**config.mk**
```make
export PLATFORM = sky130hd
export DESIGN_NAME = eeprom_access_control
export DESIGN_NICKNAME = d
export VERILOG_FILES = /design/src/verilog/nv_access_pkg.sv /design/src/verilog/eeprom_access_control.sv
export SDC_FILE = /design/constraint.sdc
export NUM_CORES = 1
export LEC_CHECK = 0
export BUFFER_PORTS_ARGS = -buffer_cell sky130_fd_sc_hd__buf_4
export CORE_ASPECT_RATIO = 0.5
export CORE_MARGIN = 2
export CORE_UTILIZATION = 40
export CTS_BUF_LIST = sky130_fd_sc_hd__clkbuf_4 sky130_fd_sc_hd__clkbuf_8
export DETAILED_ROUTE_END_ITERATION = 6
export PLACE_DENSITY_LB_ADDON = 0.12
export SETUP_SLACK_MARGIN = 0.15
export SLEW_MARGIN = 30
export SYNTH_ARGS = -nofsm -noshare
export SYNTH_HDL_FRONTEND = slang
export SYNTH_SLANG_ARGS = --single-unit
```
**constraint.sdc**
```tcl
create_clock -name core_clk_i -period 4.6 [get_ports core_clk_i]
set_input_delay 0.23 -clock core_clk_i [delete_from_list [all_inputs] [get_ports core_clk_i]]
set_output_delay 0.23 -clock core_clk_i [all_outputs]
set_load 0.01 [all_outputs]
```
**src/verilog/nv_access_pkg.sv**
```systemverilog
package nv_access_pkg;

   // ------------------------------------------------------------
   // I/O space offsets
   // ------------------------------------------------------------
   localparam logic [5:0] NV_CONTROL_OFFSET = 6'h1C;
   localparam logic [5:0] NV_DATA_OFFSET = 6'h1D;
   localparam logic [5:0] NV_ADDRESS_OFFSET = 6'h1E;

   // ------------------------------------------------------------
   // Control register field positions
   // ------------------------------------------------------------
   localparam int CTRL_READ_STROBE_BIT = 0;
   localparam int CTRL_WRITE_STROBE_BIT = 1;
   localparam int CTRL_MASTER_WE_BIT = 2;
   localparam int CTRL_READY_IRQ_EN_BIT = 3;

   // ------------------------------------------------------------
   // Sizes, reset values and timing
   // ------------------------------------------------------------
   localparam int NV_ADDR_WIDTH = 6;
   localparam int NV_DEPTH = 64;
   localparam logic [7:0] NV_DATA_RESET = 8'h00;
   localparam logic [2:0] MASTER_WE_HOLD_CYCLES = 3'h4;
   localparam logic [2:0] WRITE_STALL_CYCLES = 3'h2;
   localparam logic [2:0] READ_STALL_CYCLES = 3'h4;
   localparam int WRITE_OSC_CYCLES_DEFAULT = 8192;

   // ------------------------------------------------------------
   // I/O request carrier
   // ------------------------------------------------------------
   typedef struct packed {
      logic [5:0] addr;
      logic wr;
      logic rd;
      logic [7:0] wdata;
   } io_req_t;

   typedef enum logic {
      NV_IDLE,
      NV_WRITING
   } nv_state_t;

endpackage

```
**src/verilog/eeprom_access_control.sv**
```systemverilog
`timescale 1ns/100ps
`default_nettype none

module eeprom_access_control #(
   parameter int WRITE_OSC_CYCLES = nv_access_pkg::WRITE_OSC_CYCLES_DEFAULT
) (
   // Clock and reset
   input wire logic core_clk_i,
   input wire logic rstn_i,
   // I/O register port
   input wire nv_access_pkg::io_req_t io_req_i,
   output logic [7:0] io_rdata_o,
   // Core side
   input wire logic core_global_irq_enable_i,
   input wire logic osc_tick_i,
   output logic cpu_stall_o,
   output logic nv_ready_irq_o,
   output logic nv_busy_o
);
   import nv_access_pkg::*;

   localparam int OSC_CNT_W = $clog2(WRITE_OSC_CYCLES + 1);
   localparam logic [OSC_CNT_W-1:0] OSC_LAST = OSC_CNT_W'(WRITE_OSC_CYCLES - 1);

   // ------------------------------------------------------------
   // Storage and registers
   // ------------------------------------------------------------
   logic [7:0] nv_mem [0:NV_DEPTH-1];
   logic [NV_ADDR_WIDTH-1:0] nv_address_reg_ff;
   logic [7:0] nv_data_reg_ff;
   logic nv_ready_irq_enable_ff;
   logic nv_master_write_enable_ff;
   logic [2:0] mwe_cnt_ff;
   nv_state_t state_ff;
   logic [OSC_CNT_W-1:0] osc_cnt_ff;
   logic [2:0] stall_cnt_ff;
   logic stall_ff;
   logic irq_ff;
   logic [7:0] rdata_ff;

   // ------------------------------------------------------------
   // Access decode
   // ------------------------------------------------------------
   logic ctrl_wr;
   logic addr_wr;
   logic data_wr;
   logic write_start;
   logic read_start;
   logic write_done;
   logic write_abort;
   logic nxt_write_strobe;
   logic nxt_irq_enable;
   logic [2:0] nxt_stall_cnt;
   logic [7:0] ctrl_view;

   assign ctrl_wr = io_req_i.wr && (io_req_i.addr == NV_CONTROL_OFFSET);
   assign addr_wr = io_req_i.wr && (io_req_i.addr == NV_ADDRESS_OFFSET);
   assign data_wr = io_req_i.wr && (io_req_i.addr == NV_DATA_OFFSET);

   assign write_start = ctrl_wr && io_req_i.wdata[CTRL_WRITE_STROBE_BIT]
                        && nv_master_write_enable_ff && (state_ff == NV_IDLE);
   assign read_start = ctrl_wr && io_req_i.wdata[CTRL_READ_STROBE_BIT];
   assign write_abort = (state_ff == NV_WRITING) && (addr_wr || data_wr);
   assign write_done = (state_ff == NV_WRITING) && osc_tick_i
                       && (osc_cnt_ff == OSC_LAST) && !write_abort;

   assign nxt_write_strobe = write_start
                             || ((state_ff == NV_WRITING) && !write_done && !write_abort);
   assign nxt_irq_enable = ctrl_wr ? io_req_i.wdata[CTRL_READY_IRQ_EN_BIT]
                                   : nv_ready_irq_enable_ff;

   // ------------------------------------------------------------
   // Address register
   // ------------------------------------------------------------
   always_ff @(posedge core_clk_i) begin
      if (addr_wr) begin
         nv_address_reg_ff <= io_req_i.wdata[NV_ADDR_WIDTH-1:0];
      end
   end

   // ------------------------------------------------------------
   // Data register
   // ------------------------------------------------------------
   always_ff @(posedge core_clk_i) begin
      if (!rstn_i) begin
         nv_data_reg_ff <= NV_DATA_RESET;
      end else if (data_wr) begin
         nv_data_reg_ff <= io_req_i.wdata;
      end else if (read_start) begin
         nv_data_reg_ff <= nv_mem[nv_address_reg_ff];
      end
   end

   // ------------------------------------------------------------
   // Array commit
   // ------------------------------------------------------------
   always_ff @(posedge core_clk_i) begin
      if (write_done) begin
         nv_mem[nv_address_reg_ff] <= nv_data_reg_ff;
      end
   end

   // ------------------------------------------------------------
   // Ready interrupt enable
   // ------------------------------------------------------------
   always_ff @(posedge core_clk_i) begin
      if (!rstn_i) begin
         nv_ready_irq_enable_ff <= 1'b0;
      end else begin
         nv_ready_irq_enable_ff <= nxt_irq_enable;
      end
   end

   // ------------------------------------------------------------
   // Master write enable with self-clear
   // ------------------------------------------------------------
   always_ff @(posedge core_clk_i) begin
      if (!rstn_i) begin
         nv_master_write_enable_ff <= 1'b0;
         mwe_cnt_ff <= 3'h0;
      end else if (ctrl_wr && io_req_i.wdata[CTRL_MASTER_WE_BIT]) begin
         nv_master_write_enable_ff <= 1'b1;
         mwe_cnt_ff <= MASTER_WE_HOLD_CYCLES;
      end else if (mwe_cnt_ff > 3'h1) begin
         mwe_cnt_ff <= mwe_cnt_ff - 3'h1;
      end else begin
         nv_master_write_enable_ff <= 1'b0;
         mwe_cnt_ff <= 3'h0;
      end
   end

   // ------------------------------------------------------------
   // Self-timed write sequencer
   // ------------------------------------------------------------
   always_ff @(posedge core_clk_i) begin
      if (!rstn_i) begin
         state_ff <= NV_IDLE;
         osc_cnt_ff <= '0;
      end else begin
         unique case (state_ff)
            NV_IDLE: begin
               osc_cnt_ff <= '0;
               if (write_start) begin
                  state_ff <= NV_WRITING;
               end
            end
            NV_WRITING: begin
               if (write_abort || write_done) begin
                  state_ff <= NV_IDLE;
                  osc_cnt_ff <= '0;
               end else if (osc_tick_i) begin
                  osc_cnt_ff <= osc_cnt_ff + OSC_CNT_W'(1);
               end
            end
         endcase
      end
   end

   // ------------------------------------------------------------
   // Processor stall
   // ------------------------------------------------------------
   always_comb begin
      if (read_start) begin
         nxt_stall_cnt = READ_STALL_CYCLES;
      end else if (write_start) begin
         nxt_stall_cnt = WRITE_STALL_CYCLES;
      end else if (stall_cnt_ff != 3'h0) begin
         nxt_stall_cnt = stall_cnt_ff - 3'h1;
      end else begin
         nxt_stall_cnt = 3'h0;
      end
   end

   always_ff @(posedge core_clk_i) begin
      if (!rstn_i) begin
         stall_cnt_ff <= 3'h0;
         stall_ff <= 1'b0;
      end else begin
         stall_cnt_ff <= nxt_stall_cnt;
         stall_ff <= (nxt_stall_cnt != 3'h0);
      end
   end

   // ------------------------------------------------------------
   // Ready interrupt level
   // ------------------------------------------------------------
   always_ff @(posedge core_clk_i) begin
      if (!rstn_i) begin
         irq_ff <= 1'b0;
      end else begin
         irq_ff <= nxt_irq_enable && core_global_irq_enable_i && !nxt_write_strobe;
      end
   end

   // ------------------------------------------------------------
   // Read-back
   // ------------------------------------------------------------
   always_comb begin
      ctrl_view = 8'h00;
      ctrl_view[CTRL_READY_IRQ_EN_BIT] = nv_ready_irq_enable_ff;
      ctrl_view[CTRL_MASTER_WE_BIT] = nv_master_write_enable_ff;
      ctrl_view[CTRL_WRITE_STROBE_BIT] = (state_ff == NV_WRITING);
      ctrl_view[CTRL_READ_STROBE_BIT] = 1'b0;
   end

   always_ff @(posedge core_clk_i) begin
      if (!rstn_i) begin
         rdata_ff <= 8'h00;
      end else if (io_req_i.rd) begin
         unique case (io_req_i.addr)
            NV_CONTROL_OFFSET: rdata_ff <= ctrl_view;
            NV_DATA_OFFSET: rdata_ff <= nv_data_reg_ff;
            NV_ADDRESS_OFFSET: rdata_ff <= {2'h0, nv_address_reg_ff};
            default: rdata_ff <= 8'h00;
         endcase
      end
   end

   assign io_rdata_o = rdata_ff;
   assign cpu_stall_o = stall_ff;
   assign nv_ready_irq_o = irq_ff;
   assign nv_busy_o = (state_ff == NV_WRITING);

endmodule

`default_nettype wire

```
==> results of run 1 <==
==> power by group through the flow <==
stage / logic [mW] / registers, mW / clock network, mW
CTS: 0.139 / 5.56 / 4.31
floorplan: 0.0883 / 5.66 / 0
global route: 0.158 / 5.55 / 4.53
detailed placement: 0.131 / 5.67 / 0
finish: 0.140 / 5.55 / 4.22
global placement: 0.125 / 5.67 / 0
==> routing by layer <==
metal	GRT usage (%)	routed length, µm
met5	0	0
met4	6.25	1580
met3	4.95	4230
met2	30.1	25400
met1	28.0	24400
==> repair_timing <==
action                     4_1_cts  5_1_grt
hold buffers                    11        0
setup endpoints to repair        0        0
hold endpoints to repair        33        0
==> state kept, by name, summed over array words and instances, names as in the netlist, named ones only <==
name / flops
nv_mem: 512
osc_cnt_ff: 14
io_rdata_o: 8
nv_data_reg_ff: 8
nv_address_reg_ff: 6
mwe_cnt_ff: 3
stall_cnt_ff: 3
cpu_stall_o: 1
nv_busy_o: 1
nv_master_write_enable_ff: 1
nv_ready_irq_enable_ff: 1
nv_ready_irq_o: 1
==> metrics by stage <==
stage          setup slack (ns)  utilization, %  hold slack, ns  power, mW
2_1_floorplan              1.95               -           0.329       5.75
3_3_place_gp               1.07            42.9           0.425       5.79
3_5_place_dp               1.11            42.9           0.439       5.80
4_1_cts                    1.08            46.2          0.0616       10.0
5_1_grt                   0.903            46.3          0.0732       10.2
6_report                   1.12            46.3           0.117       9.92
==> worst max path at each step <==
| stage | end | cells past startpoint |
|---|---|---|
| after floorplan | nv_mem[62][0] | 7 |
| after global placement | nv_data_reg_ff[7] | 6 |
| after detailed placement | nv_data_reg_ff[4] | 6 |
| after CTS | nv_data_reg_ff[4] | 6 |
| after global routing | nv_data_reg_ff[4] | 6 |
| final | nv_mem[3][5] | 7 |
==> worst max-delay path, delay by kind of cell (launching register included) <==
kind	cells	cell delay, ns
simple gates	5	2.34
flops	1	0.39
fa+ha+maj	1	0.20
buf+inv	1	0.17
==> placed cells by master, fill, tap and decap left out, types with 11 or more instances in the layout <==
cell type                       instances
sky130_fd_sc_hd__edfxtp_1             518
sky130_fd_sc_hd__mux4_2               143
sky130_fd_sc_hd__nor2_1               106
sky130_fd_sc_hd__clkbuf_8              85
sky130_fd_sc_hd__buf_4                 47
sky130_fd_sc_hd__nand2_1               35
sky130_fd_sc_hd__dfxtp_1               35
sky130_fd_sc_hd__mux2i_1               23
sky130_fd_sc_hd__clkbuf_4              20
sky130_fd_sc_hd__mux2_2                18
sky130_fd_sc_hd__clkinv_1              17
sky130_fd_sc_hd__clkinv_2              16
sky130_fd_sc_hd__nand3_1               14
sky130_fd_sc_hd__a21oi_1               12
sky130_fd_sc_hd__nor2b_1               11
sky130_fd_sc_hd__dlygate4sd3_1         11
==> logic make-up after synthesis <==
group / after synthesis / synth area share [%]
flops: 565 / 74.5
simple gates: 221 / 4.75
mux: 184 / 16.5
buf+inv: 72 / 1.47
compound gates: 63 / 2.11
xor+xnor: 14 / 0.553
fa+ha+maj: 3 / 0.169
==> area by class of cell <==
class | count | area, µm²
flip-flops and latches | 565 | 16500
fillers | 4587 | 29100
clock buffers | 105 | 1320
repair buffers | 62 | 551
inverters | 10 | 37.5
clock inverters | 41 | 367
multi-input cells | 485 | 5340
well taps | 744 | 931
==> impl_results.md, run 1 <==
- Crit start category: register
- Largest cells by area after synthesis: sky130_fd_sc_hd__edfxtp_1 70%, sky130_fd_sc_hd__mux4_2 15%, sky130_fd_sc_hd__dfxtp_1 4.2%
- Synth warnings: 0
- Area of placed instances: roughly 23000 µm²
- Setup_tns: 0 ns
- Cell Count, Final, Fillers Out: 2012
- CP startpoint: osc_cnt_ff[0]
- DRC violations left: 0
- Largest stage delay on the critical path: 0.95 ns
- Routed vias: between 10000 and 15000
- Deepest level of the CTS H-tree: 3
- Post-synthesis cell area: 22200 µm²
- Average footprint of a synthesized cell: 19.7 µm²
- Post-synthesis cell count: about 1100
- Clock buffer count from CTS: 81
- Clock latency at the later pin of the worst-skew pair: roughly 0.66 ns
- Dominant cell type by area after synthesis: sky130_fd_sc_hd__edfxtp_1
- Cell-internal power: between 7 and 8 mW
- Max-cap viol count: 0
- Remaining global-route overflow: 0
- Height of the chip: 170 µm
- Fraction of synthesis flops using an asynchronous set or reset pin: 0%
- Max IR drop VDD: around 0.16 mV
- Post-DR wirelength/cell: roughly 28 µm
- Endpoint arrival time on the critical path: approximately 3.7 ns
- Min Clock Period, post-route: 3.48 ns
- Max Fanout on Critical Path: 8
- First-pass GRT wire length: between 80000 and 90000 µm
- Power density relative to cell area: 395 nW/µm²
- Area grow syn2layout: 13.2%
- Postcts setup bufs: 0
- Share of final-layout standard cells stronger than drive strength 1: 28.4%
- Share of total power in combinational logic: 1.4%
- Via count of the first global-routing pass: approximately 11000
- List of cells traversed by the critical path: ha_1 -> nand4_1 -> nor3b_1 -> buf_4 -> and4bb_1 -> nand3_1 -> nor2_1
- Depth of the most critical reg-to-reg path: 7
- Worst slew margin relative to its limit: 33.9%
- Final instance area: 25100 µm²
- Reg power frac: a little under three fifths
- Kind of critical path: reg2reg
- Endpoint with the worst hold slack: nv_data_reg_ff[6]
- Placeable core area: about 54000 µm²
- Detailed Route Iter0 Violations: 1255
- Count of distinct cell types in the synthesized netlist: 52
- Number of setup violations in the final report: 0
- Nets@finish: around 1200
- Number of enable flip-flop cells after synthesis: ~520
- Leakage power figure: roughly 8.8 nW
- Antenna cells: 0
- Leading post-synthesis cells by instance count: 518 x sky130_fd_sc_hd__edfxtp_1, 143 x sky130_fd_sc_hd__mux4_2, 107 x sky130_fd_sc_hd__nor2_1, 47 x sky130_fd_sc_hd__dfxtp_1, 35 x sky130_fd_sc_hd__nand2_1
- Placed insts: about 1900
- Critical R2R Launch: osc_cnt_ff[0]
- Switching share of total power: approximately a fifth
- Number of pins with negative max-slew slack in the final report: 0
- Clk sinks: between 500 and 600
- IO Port Bufs: 30
- Main flop type after synthesis: sky130_fd_sc_hd__edfxtp_1
- Number of placement rows: 60
- Routability-driven placement congestion ratio: roughly 0.81
- Largest net degree at the start of global routing: slightly below 70
- Post-detailed-route via-to-cell ratio: between 5 and 6
- Worst Setup End Kind: register
- Post-cts resize count: 0
- Share of the synthesized area in the top cell type: between 70% and 80%
- Most frequent cell after synthesis: sky130_fd_sc_hd__edfxtp_1
- Hold Path Origin: io_req_i[6]
- Achievable frequency: 287 MHz
- Pin slew with the least headroom to its limit: between 0.9 and 1 ns
- Final period util: between 70% and 80%
- Full die area: approximately 57000 µm²
- Result of the run: finished clean
- Number of register bits inferred by synthesis: about 570
- Number of instances on the worst hold path: 3
- Pre-antenna DRT Iters: 5
- Post-synth net total: approximately 1100
- Slowest library cell on the worst path: sky130_fd_sc_hd__nor2_1
- Class of the tightest hold or removal check: in2reg
- Net Sw Power: a little over 2 mW
- Die width: 337 µm
- Register area share after synthesis: about three quarters
- Post-DRT Antenna Nets: 0
- Worst endpoint required time: 4.86 ns
- Root buffer cell: sky130_fd_sc_hd__clkbuf_8
- Setup slack on the worst flop-to-flop path: about 1.1 ns
- Post-DP HPWL: roughly 34000 µm
- Final count of hold timing violations: 0
- Initial antenna violation count: 1
- Maximum count of clock buffers along a single path: 3
- Number of placed I/O pins: 31
- Initial core utilization: about two fifths
- Clock share of power: 42.6%
- Total routed wirelength: ~56000 µm
- Unrepaired setup endpoints after global routing: false
- Worst-path clk slew: 0.06 ns
- Final clock skew: 0.0258 ns
- Worst r2r dst: nv_mem[3][5]
- TritonCTS clock tree: yes
- Combined global-route utilization of all metal layers: between 10% and 20%
Power figures use the tool's default switching activity.
==> run 2: changes to the inputs <==
==> constraint.sdc (replaced) <==
create_clock -name core_clk_i -period 3.5 [get_ports core_clk_i]
set_input_delay 0.175 -clock core_clk_i [delete_from_list [all_inputs] [get_ports core_clk_i]]
set_output_delay 0.175 -clock core_clk_i [all_outputs]
set_load 0.01 [all_outputs]
==> run 2 against run 1 <==
Maximum frequency rose by 14%. Global-route usage decreased by 0.18 points. Largest cell class unchanged. Worst setup slack got worse by 0.67 ns. Combinational power is 33% higher. Final area rose by 2.1%. Critical path depth decreased by 1.
==> impl_results.md, run 2 (synthesized netlist as in run 1, its figures left out) <==
- Post-detailed-route via-to-cell ratio: 5.39
- Share of final-layout standard cells stronger than drive strength 1: 32.2%
- Achievable frequency: between 300 and 400 MHz
- Endpoint with the worst hold slack: io_rdata_o[1]
- Unrepaired setup endpoints after global routing: false
- Registers with the most flip-flops: nv_mem (512), osc_cnt_ff (14)
- Post-DR wirelength/cell: approximately 26 µm
- Initial core utilization: approximately two fifths
- Final period util: 87.3%
- Area grow syn2layout: 15.6%
- Setup slack on the worst flop-to-flop path: between 0.4 and 0.5 ns
- Routed vias: about 11000
- Post-DP HPWL: between 30000 and 40000 µm
- Height of the chip: 170 µm
- Root buffer cell: sky130_fd_sc_hd__clkbuf_8
- First-pass GRT wire length: 79800 µm
- Placeable core area: approximately 54000 µm²
- Worst Setup End Kind: register
- Largest net degree at the start of global routing: between 60 and 70
- Routability-driven placement congestion ratio: roughly 0.83
- Leakage power figure: 9.19 nW
- Initial antenna violation count: 1
- Setup_tns: 0 ns
- Max-cap viol count: 0
- Worst slew margin relative to its limit: 35.8%
- Deepest level of the CTS H-tree: 3
- Clock latency at the later pin of the worst-skew pair: 0.64 ns
- Full die area: between 50000 and 60000 µm²
- Pre-antenna DRT Iters: 5
- Result of the run: finished clean
- Endpoint arrival time on the critical path: about 3.6 ns
- Kind of critical path: reg2reg
- Via count of the first global-routing pass: 11700
- Total routed wirelength: roughly 55000 µm
- Nets@finish: 1315
- Cell Count, Final, Fillers Out: around 2100
- Maximum count of clock buffers along a single path: 3
- Postcts setup bufs: 0
- Worst r2r dst: nv_data_reg_ff[3]
- Number of pins with negative max-slew slack in the final report: 0
- Combined global-route utilization of all metal layers: between 10% and 20%
- Remaining global-route overflow: 0
- Max reg flops: 512
- Power density relative to cell area: ~500 nW/µm²
- Min Clock Period, post-route: between 3 and 4 ns
- Pin slew with the least headroom to its limit: 0.957 ns
- Most frequent cells in the layout: 518 x sky130_fd_sc_hd__edfxtp_1, 143 x sky130_fd_sc_hd__mux4_2, 130 x sky130_fd_sc_hd__buf_4
- Register with the most flip-flops: nv_mem
- Number of instances on the worst hold path: 5
- Number of fillers in the final layout: 4585
- Clk sinks: 565
- Number of placed I/O pins: 31
- Max IR drop VDD: around 0.25 mV
- Detailed Route Iter0 Violations: between 1000 and 1500
- Crit start category: register
- Antenna cells: 0
- Most common cell after layout, fill and taps aside: sky130_fd_sc_hd__edfxtp_1
- Max Fanout on Critical Path: 25
- Depth of the most critical reg-to-reg path: 6
- Post-DRT Antenna Nets: 0
- IO Port Bufs: 30
- Hold Path Origin: io_req_i[11]
- Worst-path clk slew: 0.07 ns
- Final clock skew: between 0.02 and 0.025 ns
- Clock buffer count from CTS: between 80 and 90
- Number of setup violations in the final report: 0
- Placed insts: approximately 1900
- TritonCTS clock tree: yes
- Number of placement rows: 60
- Final count of hold timing violations: 0
- Die width: 337 µm
- Worst endpoint required time: between 4 and 5 ns
- DRC violations left: 0
- Class of the tightest hold or removal check: in2reg
## run 2: area by class of cell
type | count | area (µm²) | area share (%)
Sequential cell | 565 | 16500 | 64.5
Multi-Input combinational cell | 485 | 5330 | 20.8
Clock buffer | 108 | 1340 | 5.24
Timing Repair Buffer | 147 | 1190 | 4.63
Tap cell | 744 | 931 | 3.63
Clock inverter | 40 | 262 | 1.02
Inverter | 10 | 37.5 | 0.147
## run 2: per-layer routing
metal	vias up	part of all wire (%)	global-route usage, %
met5	-	0.020	0
li1	4920	-	-
met1	6003	45	27.0
met4	2	2.5	5.94
met2	286	46	30.5
met3	102	6.3	5.31
## run 2: worst max-delay path by stage
stage                             start                 to  cells past startpoint
final                          register  nv_data_reg_ff[3]                      6
after floorplan           osc_cnt_ff[0]      nv_mem[62][0]                      7
after global placement         register  nv_data_reg_ff[5]                      6
after CTS                      register  nv_data_reg_ff[5]                      6
after detailed placement       register  nv_data_reg_ff[5]                      6
after global routing           register  nv_data_reg_ff[5]                      6
## run 2: stage by stage
| step | setup slack, ns | total power [mW] | util [%] | hold slack, ns | area (µm²) |
|---|---|---|---|---|---|
| after global routing | 0.298 | 13.2 | 47.2 | 0.135 | 25600 |
| after global placement | 0.454 | 7.62 | 44.0 | 0.381 | 23900 |
| after floorplan | 0.851 | 7.55 | - | 0.274 | 22200 |
| final | 0.445 | 12.7 | 47.2 | 0.0905 | 25600 |
| after detailed placement | 0.446 | 7.62 | 44.0 | 0.381 | 23900 |
| after CTS | 0.440 | 12.9 | 47.2 | 0.0330 | 25600 |
## run 2: power by group
part | switching, mW | internal, mW
registers | 0.0217 | 7.28
logic | 0.0975 | 0.0888
clock network | 2.52 | 2.73
## run 2: worst max-delay path: stages (launching register included)
cell	delay (ns)
sky130_fd_sc_hd__dfxtp_4	0.72
sky130_fd_sc_hd__buf_4	0.32
sky130_fd_sc_hd__mux4_2	0.59
sky130_fd_sc_hd__mux4_2	0.56
sky130_fd_sc_hd__mux2i_1	0.33
sky130_fd_sc_hd__nor2_1	0.10
sky130_fd_sc_hd__a221o_1	0.27
## run 2: what timing repair did
item                      CTS  global route
hold endpoints to repair   44             0
resized for setup           0             0
hold buffers               13             0
